File: src/pmic_pkg.sv
`default_nettype none
package pmic_pkg;
  // register bus widths and event count
  localparam int ADDR_W = 8;
  localparam int DATA_W = 8;
  localparam int NUM_EV = 16;

  // register offsets
  localparam logic [7:0] OFS_SUPPLY_GOOD = 8'h02;
  localparam logic [7:0] OFS_IRQ_MASK_LO = 8'h03;
  localparam logic [7:0] OFS_IRQ_MASK_HI = 8'h04;
  localparam logic [7:0] OFS_IRQ_ACK_LO  = 8'h05;
  localparam logic [7:0] OFS_IRQ_ACK_HI  = 8'h06;
  localparam logic [7:0] OFS_PG_MASK     = 8'h07;
  localparam logic [7:0] OFS_SOFT_RESET  = 8'h08;

  // power-up defaults: nothing masked for irq, all masked for faults
  localparam logic [7:0] IRQ_MASK_RST = 8'h00;
  localparam logic [7:0] PG_MASK_RST  = 8'hFF;

  // soft reset register fields
  localparam int SRST_REQ_BIT  = 0;
  localparam int RAMLOAD_N_BIT = 1;

  // supply bits of the event vector
  localparam logic [15:0] SUPPLY_EV_MASK = 16'h00FF;
  localparam logic [15:0] ALL_EV_MASK    = 16'hFFFF;

  // timing
  localparam int CLK_HZ          = 100_000_000;
  localparam int HOTPLUG_TIME_US = 1000;
  localparam int HOTPLUG_CYCLES  = HOTPLUG_TIME_US * (CLK_HZ / 1_000_000);
  localparam int HP_CNT_W        = 20;

  // monitored inputs, supply faults in the low byte
  typedef struct packed {
    logic       thermal_fault;
    logic       adc_stat;
    logic       battery_stat;
    logic       charger_stat;
    logic       sys_on_usb;
    logic       input_overvoltage_protect;
    logic       usb_present;
    logic       ac_present;
    logic [7:0] supply_fault;
  } monitor_s;

  // register bus request
  typedef struct packed {
    logic              wr;
    logic              rd;
    logic [ADDR_W-1:0] addr;
    logic [DATA_W-1:0] wdata;
  } reg_req_s;

  // operating modes
  typedef enum logic [3:0] {
    ST_OFF,
    ST_LOAD,
    ST_HOTPLUG,
    ST_ENABLE,
    ST_SEQUENCE,
    ST_RESET,
    ST_ACTIVE,
    ST_SLEEP
  } mode_e;
endpackage
`default_nettype wire

File: src/change_detect.sv
`default_nettype none
module change_detect #(
  parameter int W = 16
) (
  input  wire logic         clk,
  input  wire logic         rst_n,
  input  wire logic [W-1:0] level,
  input  wire logic [W-1:0] blank,
  output logic      [W-1:0] toggled
);
  logic [W-1:0] prev_ff;

  // previous level always tracks, so blanked bits never fire late
  always_ff @(posedge clk or negedge rst_n) begin
    if (!rst_n) begin
      prev_ff <= '0;
    end else begin
      prev_ff <= level;
    end
  end

  // change in either direction
  assign toggled = (level ^ prev_ff) & ~blank;
endmodule
`default_nettype wire

File: src/irq_sticky.sv
`default_nettype none
module irq_sticky #(
  parameter int W = 16
) (
  input  wire logic         clk,
  input  wire logic         rst_n,
  input  wire logic         init,
  input  wire logic [W-1:0] set,
  input  wire logic [W-1:0] clr,
  output logic      [W-1:0] stat
);
  // sticky bits, a set in the clearing cycle wins
  always_ff @(posedge clk or negedge rst_n) begin
    if (!rst_n) begin
      stat <= '0;
    end else if (init) begin
      stat <= '0;
    end else begin
      stat <= (stat & ~clr) | set;
    end
  end
endmodule
`default_nettype wire

File: src/pmic_irq_seq.sv
`default_nettype none
module pmic_irq_seq #(
  parameter int HOTPLUG_CYCLES = pmic_pkg::HOTPLUG_CYCLES
) (
  input  wire logic                           clk,
  input  wire logic                           rstn,
  input  wire pmic_pkg::reg_req_s             reg_req,
  output logic     [pmic_pkg::DATA_W-1:0]     rdata,
  input  wire pmic_pkg::monitor_s             mon,
  input  wire logic                           undervoltage_lockout,
  input  wire logic                           system_voltage_sense,
  input  wire logic                           hardware_reset_in_n,
  input  wire logic                           reset_timer_expired,
  output logic                                reset_timer_start,
  output logic                                host_reset_out_n,
  output logic                                serial_reset,
  output logic                                irq,
  output logic                                int_od_out,
  output logic                                int_od_oe,
  output logic                                sleep_mode
);
  localparam int NE = pmic_pkg::NUM_EV;

  logic [1:0]              rst_sync_ff;
  logic                    rst_n;
  pmic_pkg::mode_e         mode_ff;
  pmic_pkg::mode_e         nxt_mode;
  logic [NE-1:0]           irq_mask_ff;
  logic [7:0]              pg_mask_ff;
  logic                    soft_req_ff;
  logic                    ramload_n_ff;
  logic                    thermal_lock_ff;
  logic [pmic_pkg::HP_CNT_W-1:0] hp_cnt_ff;
  logic [7:0]              rdata_ff;
  logic [7:0]              nxt_rdata;
  logic [NE-1:0]           ev_level;
  logic [NE-1:0]           blank;
  logic [NE-1:0]           toggled;
  logic [NE-1:0]           ev_set;
  logic [NE-1:0]           ack_clr;
  logic [NE-1:0]           ack;
  logic                    load_defaults;
  logic                    pg_check;
  logic                    pg_fault;
  logic                    hp_active;
  logic                    host_rst_req;
  logic                    wr_soft;

  // reset release through two flops
  always_ff @(posedge clk or negedge rstn) begin
    if (!rstn) begin
      rst_sync_ff <= 2'b00;
    end else begin
      rst_sync_ff <= {rst_sync_ff[0], 1'b1};
    end
  end
  assign rst_n = rst_sync_ff[1];

  // mode decode
  assign load_defaults = (mode_ff == pmic_pkg::ST_OFF) || (mode_ff == pmic_pkg::ST_LOAD);
  assign pg_check      = (mode_ff == pmic_pkg::ST_ACTIVE);
  assign hp_active     = (hp_cnt_ff != '0);
  assign wr_soft       = reg_req.wr && (reg_req.addr == pmic_pkg::OFS_SOFT_RESET);

  // monitored parameters form the event vector
  assign ev_level = mon;

  // supply comparators blanked outside the check mode
  always_comb begin
    if (load_defaults) begin
      blank = pmic_pkg::ALL_EV_MASK;
    end else if (!pg_check) begin
      blank = pmic_pkg::SUPPLY_EV_MASK;
    end else begin
      blank = '0;
    end
  end

  change_detect #(.W(NE)) u_change (
    .clk     (clk),
    .rst_n   (rst_n),
    .level   (ev_level),
    .blank   (blank),
    .toggled (toggled)
  );

  // only unmasked toggles are latched
  assign ev_set = toggled & ~irq_mask_ff;

  // read of an acknowledge register clears it
  always_comb begin
    ack_clr = '0;
    if (reg_req.rd && reg_req.addr == pmic_pkg::OFS_IRQ_ACK_LO) begin
      ack_clr[7:0] = 8'hFF;
    end
    if (reg_req.rd && reg_req.addr == pmic_pkg::OFS_IRQ_ACK_HI) begin
      ack_clr[15:8] = 8'hFF;
    end
  end

  irq_sticky #(.W(NE)) u_ack (
    .clk   (clk),
    .rst_n (rst_n),
    .init  (load_defaults),
    .set   (ev_set),
    .clr   (ack_clr),
    .stat  (ack)
  );

  // interrupt level and open-drain pin
  assign irq        = |(ack & ~irq_mask_ff);
  assign int_od_out = 1'b0;
  assign int_od_oe  = irq && !load_defaults && (mode_ff != pmic_pkg::ST_ENABLE);

  // supply fault inputs: under 90% of target, boost: overvoltage reached
  assign pg_fault = pg_check && |(mon.supply_fault & ~pg_mask_ff);

  // host reset requests seen in the check mode
  assign host_rst_req = !hardware_reset_in_n || soft_req_ff;

  // mode sequencing
  always_comb begin
    nxt_mode = mode_ff;
    case (mode_ff)
      pmic_pkg::ST_OFF: begin
        nxt_mode = pmic_pkg::ST_LOAD;
      end
      pmic_pkg::ST_LOAD: begin
        nxt_mode = pmic_pkg::ST_HOTPLUG;
      end
      pmic_pkg::ST_HOTPLUG: begin
        nxt_mode = pmic_pkg::ST_ENABLE;
      end
      pmic_pkg::ST_ENABLE: begin
        if (system_voltage_sense) begin
          nxt_mode = pmic_pkg::ST_SEQUENCE;
        end
      end
      pmic_pkg::ST_SEQUENCE: begin
        nxt_mode = pmic_pkg::ST_RESET;
      end
      pmic_pkg::ST_RESET: begin
        if (reset_timer_expired) begin
          nxt_mode = pmic_pkg::ST_ACTIVE;
        end
      end
      pmic_pkg::ST_ACTIVE: begin
        if (mon.thermal_fault) begin
          nxt_mode = pmic_pkg::ST_SLEEP;
        end else if (pg_fault) begin
          nxt_mode = hp_active ? pmic_pkg::ST_ENABLE : pmic_pkg::ST_SLEEP;
        end else if (host_rst_req) begin
          nxt_mode = pmic_pkg::ST_RESET;
        end
      end
      pmic_pkg::ST_SLEEP: begin
        if (!thermal_lock_ff && !hardware_reset_in_n) begin
          nxt_mode = pmic_pkg::ST_ENABLE;
        end
      end
      default: begin
        nxt_mode = pmic_pkg::ST_OFF;
      end
    endcase
    if (undervoltage_lockout) begin
      nxt_mode = pmic_pkg::ST_OFF;
    end
  end

  // mode register
  always_ff @(posedge clk or negedge rst_n) begin
    if (!rst_n) begin
      mode_ff <= pmic_pkg::ST_OFF;
    end else begin
      mode_ff <= nxt_mode;
    end
  end

  // mode outputs
  assign host_reset_out_n  = pg_check || (mode_ff == pmic_pkg::ST_SLEEP);
  assign reset_timer_start = (mode_ff == pmic_pkg::ST_RESET);
  assign serial_reset      = !host_reset_out_n;
  assign sleep_mode        = (mode_ff == pmic_pkg::ST_SLEEP);

  // thermal sleep lock, released only by power removal
  always_ff @(posedge clk or negedge rst_n) begin
    if (!rst_n) begin
      thermal_lock_ff <= 1'b0;
    end else if (load_defaults) begin
      thermal_lock_ff <= 1'b0;
    end else if (pg_check && mon.thermal_fault) begin
      thermal_lock_ff <= 1'b1;
    end
  end

  // hotplug deglitch counter
  always_ff @(posedge clk or negedge rst_n) begin
    if (!rst_n) begin
      hp_cnt_ff <= '0;
    end else if (load_defaults) begin
      hp_cnt_ff <= '0;
    end else if (mode_ff == pmic_pkg::ST_HOTPLUG) begin
      hp_cnt_ff <= pmic_pkg::HP_CNT_W'(HOTPLUG_CYCLES);
    end else if (hp_active) begin
      hp_cnt_ff <= hp_cnt_ff - 1'b1;
    end
  end

  // mask registers, defaults on power-up load
  always_ff @(posedge clk or negedge rst_n) begin
    if (!rst_n) begin
      irq_mask_ff <= {pmic_pkg::IRQ_MASK_RST, pmic_pkg::IRQ_MASK_RST};
      pg_mask_ff  <= pmic_pkg::PG_MASK_RST;
    end else if (load_defaults) begin
      irq_mask_ff <= {pmic_pkg::IRQ_MASK_RST, pmic_pkg::IRQ_MASK_RST};
      pg_mask_ff  <= pmic_pkg::PG_MASK_RST;
    end else if (reg_req.wr) begin
      case (reg_req.addr)
        pmic_pkg::OFS_IRQ_MASK_LO: irq_mask_ff[7:0]  <= reg_req.wdata;
        pmic_pkg::OFS_IRQ_MASK_HI: irq_mask_ff[15:8] <= reg_req.wdata;
        pmic_pkg::OFS_PG_MASK:     pg_mask_ff        <= reg_req.wdata;
        default:                   pg_mask_ff        <= pg_mask_ff;
      endcase
    end
  end

  // software reset request, consumed on entry to reset
  always_ff @(posedge clk or negedge rst_n) begin
    if (!rst_n) begin
      soft_req_ff <= 1'b0;
    end else if (load_defaults) begin
      soft_req_ff <= 1'b0;
    end else if (wr_soft && reg_req.wdata[pmic_pkg::SRST_REQ_BIT]) begin
      soft_req_ff <= 1'b1;
    end else if (mode_ff == pmic_pkg::ST_RESET) begin
      soft_req_ff <= 1'b0;
    end
  end

  // defaults-loaded flag, low once registers hold defaults
  always_ff @(posedge clk or negedge rst_n) begin
    if (!rst_n) begin
      ramload_n_ff <= 1'b1;
    end else if (mode_ff == pmic_pkg::ST_OFF) begin
      ramload_n_ff <= 1'b1;
    end else if (mode_ff == pmic_pkg::ST_LOAD) begin
      ramload_n_ff <= 1'b0;
    end
  end

  // read mux
  always_comb begin
    nxt_rdata = 8'h00;
    if (reg_req.rd) begin
      case (reg_req.addr)
        pmic_pkg::OFS_SUPPLY_GOOD: nxt_rdata = ~mon.supply_fault;
        pmic_pkg::OFS_IRQ_MASK_LO: nxt_rdata = irq_mask_ff[7:0];
        pmic_pkg::OFS_IRQ_MASK_HI: nxt_rdata = irq_mask_ff[15:8];
        pmic_pkg::OFS_IRQ_ACK_LO:  nxt_rdata = ack[7:0];
        pmic_pkg::OFS_IRQ_ACK_HI:  nxt_rdata = ack[15:8];
        pmic_pkg::OFS_PG_MASK:     nxt_rdata = pg_mask_ff;
        pmic_pkg::OFS_SOFT_RESET: begin
          nxt_rdata[pmic_pkg::SRST_REQ_BIT]  = soft_req_ff;
          nxt_rdata[pmic_pkg::RAMLOAD_N_BIT] = ramload_n_ff;
        end
        default: nxt_rdata = 8'h00;
      endcase
    end
  end

  // read data one cycle after the strobe
  always_ff @(posedge clk or negedge rst_n) begin
    if (!rst_n) begin
      rdata_ff <= 8'h00;
    end else begin
      rdata_ff <= nxt_rdata;
    end
  end
  assign rdata = rdata_ff;
endmodule
`default_nettype wire

File: config.mk
export PLATFORM = sky130hd
export DESIGN_NAME = pmic_irq_seq
export DESIGN_NICKNAME = d
export VERILOG_FILES = /design/src/pmic_pkg.sv /design/src/change_detect.sv /design/src/irq_sticky.sv /design/src/pmic_irq_seq.sv
export SDC_FILE = /design/constraint.sdc
export NUM_CORES = 1
export LEC_CHECK = 0
export ABC_CLOCK_PERIOD_IN_PS = 2900
export BUFFER_PORTS_ARGS = -buffer_cell sky130_fd_sc_hd__buf_4
export CAP_MARGIN = 20
export CORE_ASPECT_RATIO = 1.25
export CORE_MARGIN = 2
export CORE_UTILIZATION = 52
export CTS_CLUSTER_DIAMETER = 150
export DETAILED_ROUTE_END_ITERATION = 12
export MAX_ROUTING_LAYER = met4
export PLACE_DENSITY_LB_ADDON = 0.3
export SYNTH_ARGS = -nofsm -noshare
export SYNTH_HDL_FRONTEND = slang
export SYNTH_SLANG_ARGS = --single-unit
File: constraint.sdc
create_clock -name clk -period 2.9 [get_ports clk]
set_clock_uncertainty 0.2 [all_clocks]
set_input_delay 0 -clock clk [delete_from_list [all_inputs] [get_ports clk]]
set_output_delay 0 -clock clk [all_outputs]
set_load 0.01 [all_outputs]
==> metrics.md, run 1 <==
| Metric | Value |
|---|---|
| Status | `finished clean` |
| Arr. time, crit path | `between 2000 and 3000 ps` |
| Met1 usage | `0.3296` |
| First-pass GRT wire length | `19150 µm` |
| Reg power frac | `0.391` |
| Psw | `1.440 mW` |
| Final Setup Violations | `0` |
| Combinational Power Share | `0.374` |
| Final layout net count | `574` |
| Crit start category | `flop` |
| Top Ports | `55` |
| EDFF count, synth | `0` |
| Setup_tns | `0 ps` |
| Maximum clock rate | `around 360 MHz` |
| Layout cells sized above 1 | `0.1899` |
| CP Capture Type | `flop` |
| Diode count | `0` |
| Drt drc | `0` |
| Via count | `approximately 3800` |
| Post-synthesis cell count | `434` |
| Cell-internal power | `2.487 mW` |
| Cell area after synthesis | `0.004449 mm²` |
| Worst-Skew Late Latency | `370 ps` |
| Hold path startpoint | `mon[14]` |
| CP max stage delay | `roughly 570 ps` |
| Synth unique cells | `49` |
| M3 GR Usage | `0.04601` |
| Core outline area | `roughly 0.0083 mm²` |
| H-Tree Level Count | `3` |
| Avg WL per Cell | `18.18 µm` |
| Die X | `86.74 µm` |
| Pin count of the biggest net entering global routing | `52` |
| Data required, critical path | `2960 ps` |
| Vias per inst | `5.964` |
| Busiest grt layer | `met2` |
| Syn Area/Cell | `10.25 µm²` |
| R2R Setup Slk | `120 ps` |
| Fin crit period | `2784 ps` |
| Crit-path cells | `inv_1 > a2111oi_1 > buf_4 > nand4_1 > nor4_1 > a311oi_1 > dlygate4sd3_1` |
| Slew headroom | `0.3860` |
| DIE HEIGHT | `107.4 µm` |
| Share of async-settable or async-resettable flops after synthesis | `1.000` |
| Final HPWL from detailed placement | `7788 µm` |
| Register area share after synthesis | `0.5200` |
| CTS tree | `done` |
| Initial Util | `0.5369` |
| Util after Layout | `0.6778` |
| Worst-path clk slew | `100 ps` |
| Most used DFF post-synth | `dfrtp_1` |
| Clock sink total | `between 90 and 100` |
| Antenna violations before repair | `0` |
| Hold Path Cell Cnt | `2` |
| Layout area overhead | `26.24%` |
| First-pass DRT Iterations | `4` |
| Worst slew pin tran | `around 910 ps` |
| Pleak | `approximately 2.6 nW` |
| Clock power frac | `0.235` |
| Final max-slew violation count | `0` |
| Total of max-cap violations | `0` |
| Syn Nets | `476` |
| Max clock buf depth | `2` |
| Worst Reg2Reg Path Length in Cells | `7` |
| GRT overflow | `0` |
| Kind of critical path | `flop to flop` |
| Met2 GRT Util | `0.4555` |
| Reg-to-reg critical path startpoint | `pg_mask_ff[6]` |
| Vias in the first global route | `a little under 4000` |
| Synth area leaders | `dfrtp_1, dfstp_2, nand2_1, mux4_2, xnor2_1` |
| FF-to-FF End | `mode_ff[0]` |
| Final Hold Viols | `0` |
| Proportion of netlist area held by the largest area contributor | `0.4668` |
| Yosys warnings | `0` |
| Worst Hold End | `u_change.prev_ff[14]` |
| RSZ-0062 raised after global routing | `no` |
| Final wirelength | `between 10000 and 15000 µm` |
| Hold Crit Class | `input port to flop` |
| DR iter-0 viols | `~220` |
| Final GP Congestion | `between 0.9 and 1` |
| GRT Total Usage | `0.2739` |
| Peak supply drop | `about 370 µV` |
| Clock buffer count from CTS | `9` |
| Root Buffer | `clkbuf_8` |
| Rows | `37` |
| Power Density | `699.2 mW/mm²` |
| Slowest cell on the critical path | `dlygate4sd3_1` |
| Final worst path period share | `0.9599` |
| DRT antenna net count | `0` |
| Worst-path fanout max | `3` |
| #FFs+latches synth | `92` |
| Synth area leader | `dfrtp_1` |
| Die Area | `0.009317 mm²` |
| Sw frac | `0.3668` |
| Port Buffer Count | `53` |
Yosys cell counts, types with 5 or more instances:
| master | number |
|---|---|
| a21oi_1 | 24 |
| o21ai_0 | 17 |
| nand4_1 | 5 |
| inv_1 | 32 |
| mux4_2 | 8 |
| mux2i_1 | 16 |
| nor2_1 | 33 |
| or4_1 | 6 |
| a22oi_1 | 11 |
| nand2_1 | 53 |
| clkbuf_1 | 13 |
| o31ai_1 | 13 |
| nor3_1 | 6 |
| xnor2_1 | 19 |
| dfstp_2 | 9 |
| or3_1 | 5 |
| xor2_1 | 11 |
| dfrtp_1 | 83 |
| nor4_1 | 10 |
power groups by stage:
stage               Sequential, mW  Clock, mW  Combinational [mW]
finish                        1.53      0.923                1.47
global route                  1.56      0.983                1.63
CTS                           1.53      0.933                1.45
detailed placement            1.56          0                1.38
global placement              1.54          0                1.35
floorplan                     1.53          0                1.09
critical path, delay by kind of cell (launching register included):
| kind | cells | cell delay (ps) |
|---|---|---|
| DFF | 1 | 560 |
| AOI/OAI and AO/OA | 2 | 560 |
| and+or+nand+nor | 2 | 530 |
| buffers and inverters | 3 | 820 |
cell families (layout without fill, tap and decap cells):
group	Yosys count	after routing	synth area share
flops	92	92	0.5200
simple gates	139	139	0.1502
mux	24	24	0.07649
compound gates	96	96	0.1440
fa+ha+maj	2	2	0.005623
xor+xnor	30	30	0.05905
buf+inv	49	152	0.04303
other cells	2	2	0.001688
how the worst max path moves through the flow:
stage	from	to	slack (ps)	depth (start not counted)
2_1_floorplan	hp_cnt_ff[4]	hp_cnt_ff[19]	260	5
3_3_place_gp	hp_cnt_ff[4]	hp_cnt_ff[18]	220	6
3_5_place_dp	hp_cnt_ff[4]	hp_cnt_ff[19]	180	5
4_1_cts	pg_mask_ff[4]	mode_ff[0]	100	7
5_1_grt	pg_mask_ff[6]	mode_ff[0]	3	7
6_report	pg_mask_ff[6]	mode_ff[0]	120	7
timing repair:
action | CTS | global route
resized for setup | 0 | 1
endpoints found under the setup margin | 0 | 2
hold buffers | 43 | 0
hold endpoints to repair | 71 | 0
buffers inserted | 0 | 0
area by class of cell:
cell class | instances | area [µm²]
repair buffers | 104 | 900.9
inverters | 32 | 120.1
well taps | 97 | 121.4
fillers | 592 | 2670
multi-input cells | 293 | 1946
flip-flops and latches | 92 | 2317
clock inverters | 7 | 87.58
clock buffers | 9 | 123.9
cells in the final DEF, fill, tap and decap left out, drive strengths merged, types with 3 or more instances in the layout:
cell / n
dfrtp: 83
buf: 61
nand2: 53
dlygate4sd3: 43
inv: 37
nor2: 33
a21oi: 24
xnor2: 19
o21ai: 18
mux2i: 16
o31ai: 13
xor2: 11
a22oi: 11
nor4: 10
clkbuf: 9
dfstp: 9
mux4: 8
or4: 7
nor3: 6
or3: 6
nand4: 5
nor2b: 4
a32o: 4
nand3: 4
o22ai: 4
a221oi: 4
o211ai: 3
or2: 3
layer usage:
layer | up-vias | share of wire | wire [µm]
met4 | 0 | 0.032 | 368
li1 | 1741 | - | -
met2 | 151 | 0.53 | 6098
met1 | 1850 | 0.39 | 4485
met5 | - | 0 | 0
met3 | 39 | 0.050 | 573
state kept, by name, summed over array words and instances, names as in the netlist, 2 cells and up:
signal / cells
irq_mask_ff: 16
hp_cnt_ff: 20
u_ack.stat: 16
pg_mask_ff: 8
mode_ff: 3
rdata: 8
rst_sync_ff: 2
u_change.prev_ff: 16
per-stage QoR:
stage	hold WS, ps	std cells	cell area [µm²]	total power [mW]	worst slack [ps]
final	92.38	634	5617	3.927	116.2
after CTS	80.69	634	5615	3.912	104.7
after global routing	91.55	634	5617	4.167	3.374
after floorplan	-495.6	434	4451	2.618	262.7
after global placement	-417.8	575	4974	2.892	223.3
after detailed placement	-416.4	575	4974	2.938	180.9
Note: power is estimated with default switching activity, not from simulation.
==> run 2, diff against run 1 <==
--- a/config.mk
+++ b/config.mk
@@ -12,3 +12,4 @@
 export CORE_MARGIN = 2
-export CORE_UTILIZATION = 52
+export CORE_UTILIZATION = 54
+export CTS_BUF_LIST = sky130_fd_sc_hd__clkbuf_8
 export CTS_CLUSTER_DIAMETER = 150
--- a/constraint.sdc
+++ b/constraint.sdc
@@ -4,2 +4,2 @@
 set_output_delay 0 -clock clk [all_outputs]
-set_load 0.01 [all_outputs]
+set_load 0.1 [all_outputs]
==> run 2 against run 1 <==
Net effect: hold slack got worse by 41 ps; core utilization rose by 1.5 points; sequential share of layout area barely moved; count of clock-buffer cells in the layout did not move; flip-flop and latch count did not move; power fell by 0.33%; largest power group unchanged; die area fell by 3.6%; cell area barely moved; critical path type unchanged; global-route usage rose by 0.27 points; combinational power rose by 5%.
==> metrics.md, run 2 (synthesis results as in run 1) <==
| Metric | Value |
|---|---|
| Met2 GRT Util | `0.4330 (-0.02246)` |
| Worst-Skew Late Latency | `360 ps (about the same)` |
| Layout cells sized above 1 | `0.1974 (+0.007449)` |
| CP Capture Type | `flop` |
| Final Setup Violations | `0 (unchanged)` |
| Busiest grt layer | `met2` |
| Root Buffer | `clkbuf_8` |
| Final HPWL from detailed placement | `7866 µm (+1.0%)` |
| Worst slew pin tran | `1099 ps (+189.6 ps)` |
| Avg WL per Cell | `17.68 µm (-2.7%)` |
| M3 GR Usage | `0.03367 (-0.01234)` |
| Kind of critical path | `flop to flop` |
| Final wirelength | `11210 µm (-2.7%)` |
| Final max-slew violation count | `0 (unchanged)` |
| Power Density | `697.3 mW/mm² (-0.26%)` |
| Rows | `37 (unchanged)` |
| Cell-internal power | `2.460 mW (-1.1%)` |
| Crit start category | `flop` |
| Vias in the first global route | `3829 (-1.7%)` |
| Commonest non-fill, non-tap cell in the layout | `dfrtp_1` |
| Worst-path clk slew | `80 ps (-20 ps)` |
| Arr. time, crit path | `2840 ps (about the same)` |
| Biggest register | `hp_cnt_ff` |
| R2R Setup Slk | `150 ps (+30 ps)` |
| First-pass GRT wire length | `18760 µm (-2.1%)` |
| Antenna violations before repair | `0 (unchanged)` |
| Reg power frac | `0.393 (+0.002)` |
| Die Area | `0.008986 mm² (-3.6%)` |
| CTS tree | `done` |
| Clock buffer count from CTS | `9 (unchanged)` |
| RSZ-0062 raised after global routing | `no` |
| Peak supply drop | `761.0 µV (+100%)` |
| Port Buffer Count | `53 (unchanged)` |
| Final worst path period share | `0.9494 (-0.01058)` |
| Combinational Power Share | `0.394 (+0.020)` |
| Reg-to-reg critical path startpoint | `hp_cnt_ff[8]` |
| Final layout net count | `574 (unchanged)` |
| First-pass DRT Iterations | `4 (unchanged)` |
| GRT overflow | `0 (unchanged)` |
| DRT antenna net count | `0 (unchanged)` |
| Most frequent cells in the layout | `dfrtp_1, buf_4, nand2_1, dlygate4sd3_1, inv_1` |
| Sw frac | `0.3714 (+0.004646)` |
| Fin crit period | `2753 ps (-30.68 ps)` |
| Final Hold Viols | `0 (unchanged)` |
| GRT Total Usage | `0.2766 (+0.002715)` |
| Hold path startpoint | `reg_req[9]` |
| Critical Path Start | `hp_cnt_ff[8]` |
| Diode count | `0 (unchanged)` |
| H-Tree Level Count | `3 (unchanged)` |
| Drt drc | `0 (unchanged)` |
| DIE HEIGHT | `105.5 µm (-1.8%)` |
| Core outline area | `0.008102 mm² (-2.2%)` |
| Post-CTS setup buffers | `0 (unchanged)` |
| Worst-path fanout max | `11 (+8)` |
| Fill count | `589 (-0.51%)` |
| Initial Util | `0.5492 (+0.01227)` |
| Die X | `85.19 µm (-1.8%)` |
| Maximum clock rate | `363.2 MHz (+1.1%)` |
| Final GP Congestion | `0.9826 (-0.18%)` |
| Setup_tns | `0 ps (unchanged)` |
| Status | `finished clean` |
| Clock power frac | `0.213 (-0.022)` |
| DR iter-0 viols | `261 (+21%)` |
| Via count | `3727 (-1.4%)` |
| Psw | `1.454 mW (+0.94%)` |
| Met1 usage | `0.3363 (+0.006762)` |
| Total of max-cap violations | `0 (unchanged)` |
| Fin Hold WS | `51.53 ps (-40.85 ps)` |
| Pleak | `2.535 nW (-0.64%)` |
| Max FFs per register | `20 (unchanged)` |
| Vias per inst | `5.879 (-1.4%)` |
| Max clock buf depth | `2 (unchanged)` |
| Clock sink total | `92 (unchanged)` |
| Data required, critical path | `2980 ps (+20 ps)` |
| Hold Crit Class | `input port to flop` |
| Pin count of the biggest net entering global routing | `47 (-9.6%)` |
| Layout area overhead | `26.15% (about the same)` |
| Top Ports | `55 (unchanged)` |
| Slew headroom | `0.2579 (-0.1281)` |
run 2: worst max-delay path, stage by stage, from the launching register on:
cell and delay [ps]:
dfrtp_1 400, or4_1 610, or4b_4 520, buf_4 180
or3_1 320, or3_1 310, a21oi_1 140
run 2: path summary, 6_finish.rpt:
| kind | endpoint | cells past startpoint |
|---|---|---|
| max in group asynchronous | pg_mask_ff[6] | 1 |
| hold / removal | rdata[3] | 4 |
| hold reg to reg | u_ack.stat[0] | 0 |
| min in group asynchronous | u_ack.stat[0] | 0 |
| setup reg to reg | hp_cnt_ff[18] | 6 |
| setup / recovery | hp_cnt_ff[18] | 6 |
run 2: cell type report:
cell class	instances	area, µm²	area share
flip-flops and latches	92	2317	0.4128
clock buffers	9	123.9	0.02207
clock inverters	7	68.82	0.01226
inverters	32	120.1	0.02140
repair buffers	104	898.4	0.1601
multi-input cells	293	1963	0.3498
well taps	97	121.4	0.02162
run 2: power by group through the flow:
stage	combinational, mW	clock, mW	sequential [mW]
after CTS	1.52	0.857	1.53
after detailed placement	1.47	0	1.56
final	1.54	0.835	1.54
after global placement	1.41	0	1.55
after global routing	1.68	0.916	1.56
after floorplan	1.15	0	1.53
run 2: repair_timing:
item | in CTS | in global routing
hold buffers | 42 | 0
setup endpoints to repair | 0 | 1
endpoints found under the hold margin | 71 | 0
gates resized for setup | 0 | 2
run 2: metrics by stage:
| step | worst slack, ps | area [µm²] | util | std cells | total power [mW] |
|---|---|---|---|---|---|
| final | 146.9 | 5613 | 0.6928 | 634 | 3.914 |
| after global placement | 223.3 | 4992 | 0.6162 | 576 | 2.958 |
| after CTS | 63.44 | 5605 | 0.6919 | 634 | 3.915 |
| after detailed placement | 172.2 | 4992 | 0.6162 | 576 | 3.025 |
| after floorplan | 262.7 | 4462 | - | 434 | 2.675 |
| after global routing | 3.246 | 5613 | 0.6928 | 634 | 4.152 |
run 2: routing by layer:
| layer | part of all wire | wire length [µm] |
|---|---|---|
| met1 | 0.39 | 4389 |
| met5 | 0 | 0 |
| met2 | 0.52 | 5786 |
| met4 | 0.052 | 582 |
| met3 | 0.040 | 453 |
==> run 3, diff against run 2 <==
- CAP_MARGIN: 20 -> not set
- GPL_TIMING_DRIVEN: not set -> 0
==> run 3 against run 2 <==
Net effect: fmax decreased by 1.5%; register-to-register slack got worse by 40 ps; hold slack improved by 1.7 ps; sequential power about the same; first-iteration DRC count shrank 16%; cell area increased by 0.29%; critical endpoint unchanged; largest cell class unchanged.
==> metrics.md, run 3 (synthesis results as in run 1) <==
| Metric | Value |
|---|---|
| Status | `finished clean` |
| Top Ports | `55 (unchanged)` |
| Final Setup Violations | `0 (unchanged)` |
| CP Capture Type | `flop` |
| Maximum clock rate | `357.9 MHz (-1.5%)` |
| Root Buffer | `clkbuf_8` |
| Max clock buf depth | `2 (unchanged)` |
| Arr. time, crit path | `2880 ps (+40 ps)` |
| Crit path top cell by count | `or3_1` |
| Worst-path clk slew | `90 ps (about the same)` |
| Max FFs per register | `20 (unchanged)` |
| Final worst path period share | `0.9634 (+0.01404)` |
| Commonest non-fill, non-tap cell in the layout | `dfrtp_1` |
| Final GP Congestion | `0.9465 (-3.7%)` |
| Vias per inst | `5.948 (+1.2%)` |
| Antenna violations before repair | `0 (unchanged)` |
| Critical path depth | `6 (unchanged)` |
| Buf/Inv on CP | `1 (unchanged)` |
| Reg-to-reg critical path startpoint | `hp_cnt_ff[4]` |
| Die X | `85.19 µm (unchanged)` |
| Avg WL per Cell | `18.10 µm (+2.4%)` |
| Core outline area | `0.008102 mm² (unchanged)` |
| Die Area | `0.008986 mm² (unchanged)` |
| Worst Reg2Reg Path Length in Cells | `6 (unchanged)` |
| Hold Crit Class | `flop to async pin` |
| Post-CTS setup buffers | `0 (unchanged)` |
| CP max stage delay | `570 ps (-40 ps)` |
| Final worst slack | `106.1 ps (-40.73 ps)` |
| Slowest cell on the critical path | `or4_4` |
| RSZ-0062 raised after global routing | `no` |
| Clock sink total | `92 (unchanged)` |
| Clock buffer count from CTS | `9 (unchanged)` |
| Via count | `3807 (+2.1%)` |
| First-pass GRT wire length | `19550 µm (+4.2%)` |
| Fin Hold WS | `53.20 ps (+1.676 ps)` |
| Layout Cells excl Fill | `640 (+0.95%)` |
| Final wirelength | `11590 µm (+3.3%)` |
| Worst slew pin tran | `1235 ps (+136.2 ps)` |
| Final max-slew violation count | `0 (unchanged)` |
| CTS tree | `done` |
| Worst-Skew Late Latency | `370 ps (about the same)` |
| Vias in the first global route | `3947 (+3.1%)` |
| DIE HEIGHT | `105.5 µm (unchanged)` |
| Slew headroom | `0.1692 (-0.08872)` |
| Most frequent cells in the layout | `dfrtp_1, buf_4, nand2_1, dlygate4sd3_1, inv_1` |
| Data required, critical path | `2990 ps (about the same)` |
| DR iter-0 viols | `220 (-16%)` |
| Critical Path Start | `hp_cnt_ff[4]` |
| Final Hold Viols | `0 (unchanged)` |
| Layout cells sized above 1 | `0.1842 (-0.01323)` |
| Worst slack, placed | `63.58 ps (-108.6 ps)` |
| CP top delay family | `simple AND/OR/NAND/NOR gates` |
| Diode count | `0 (unchanged)` |
| GRT Total Usage | `0.2890 (+0.01236)` |
| Initial Util | `0.5492 (unchanged)` |
| Fin crit period | `2794 ps (+40.73 ps)` |
| Pleak | `2.540 nW (+0.17%)` |
| Setup_tns | `0 ps (unchanged)` |
| Final HPWL from detailed placement | `8134 µm (+3.4%)` |
| Power Density | `705.3 mW/mm² (+1.1%)` |
| First-pass DRT Iterations | `5 (+1)` |
| Crit-path cells | `or4_4 > or4b_4 > buf_4 > or3_1 > or3_1 > a21oi_1` |
| Biggest register | `hp_cnt_ff` |
| Peak supply drop | `632.8 µV (-17%)` |
| GRT overflow | `0 (unchanged)` |
| Layout area overhead | `26.52%` |
| Final Power | `3.970 mW (+1.4%)` |
| Total of max-cap violations | `0 (unchanged)` |
| H-Tree Level Count | `3 (unchanged)` |
| Port Buffer Count | `53 (unchanged)` |
| Kind of critical path | `flop to flop` |
| Final layout net count | `580 (+1.0%)` |
| Drt drc | `0 (unchanged)` |
| Crit start category | `flop` |
| Worst-path fanout max | `10 (-1)` |
| Placed Cells | `585 (+1.6%)` |
| DRT antenna net count | `0 (unchanged)` |
| Pin count of the biggest net entering global routing | `65 (+38%)` |
| Rows | `37 (unchanged)` |
## run 3: cell count changes in the layout (fill, tap and decap cells not counted), sizes merged
cell	delta
clkbuf	+14
buf	-4
clkinvlp	-3
dlygate4sd3	-2
inv	+1
## run 3: worst reg2reg max path: stages, from the launching register on
cell and delay (ps):
dfrtp_1 420, or4_4 570, or4b_4 550, buf_4 190, or3_1 320, or3_1 320
a21oi_1 150
## run 3: final timing paths
kind                       slack, ps                   end
setup reg to reg                 110         hp_cnt_ff[18]
hold reg to reg                   50  u_change.prev_ff[15]
min in group clk                  70              rdata[3]
hold / removal                    50  u_change.prev_ff[15]
max in group asynchronous       1770         pg_mask_ff[3]
setup / recovery                 110         hp_cnt_ff[18]
## run 3: routing by layer
metal | track usage | routed length (µm) | vias to the layer above
li1 | - | - | 1758
met1 | 0.3442 | 4521 | 1852
met2 | 0.4598 | 5877 | 153
met3 | 0.06186 | 700 | 44
met4 | 0.1519 | 486 | 0
met5 | - | 0 | -
## run 3: where the power goes
| group | internal [mW] | leakage [nW] | total, mW | switching, mW |
|---|---|---|---|---|
| Clock | 0.441 | 0.108 | 0.878 | 0.437 |
| Sequential | 1.40 | 1.20 | 1.53 | 0.122 |
| Combinational | 0.695 | 1.23 | 1.57 | 0.871 |
| Total | 2.54 | 2.54 | 3.97 | 1.43 |
## run 3: cell type report
type,count,area [µm²]
plain buffers,16,67.56
clock buffers,11,151.4
clock inverters,5,53.80
fillers,599,2472
inverters,32,120.1
multi-input cells,293,1972
flip-flops and latches,92,2317
well taps,97,121.4
repair buffers,94,825.8
## run 3: through the flow
| step | utilization | area, µm² |
|---|---|---|
| 3_5_place_dp | 0.6185 | 5011 |
| 2_1_floorplan | - | 4462 |
| 5_1_grt | 0.6948 | 5629 |
| 4_1_cts | 0.6933 | 5617 |
| 6_report | 0.6948 | 5629 |
| 3_3_place_gp | 0.6148 | 4981 |
## run 3: repair_timing
item | CTS | global route
hold endpoints to repair | 71 | 0
hold buffers | 40 | 0
setup endpoints to repair | 0 | 10
resized for setup | 0 | 4
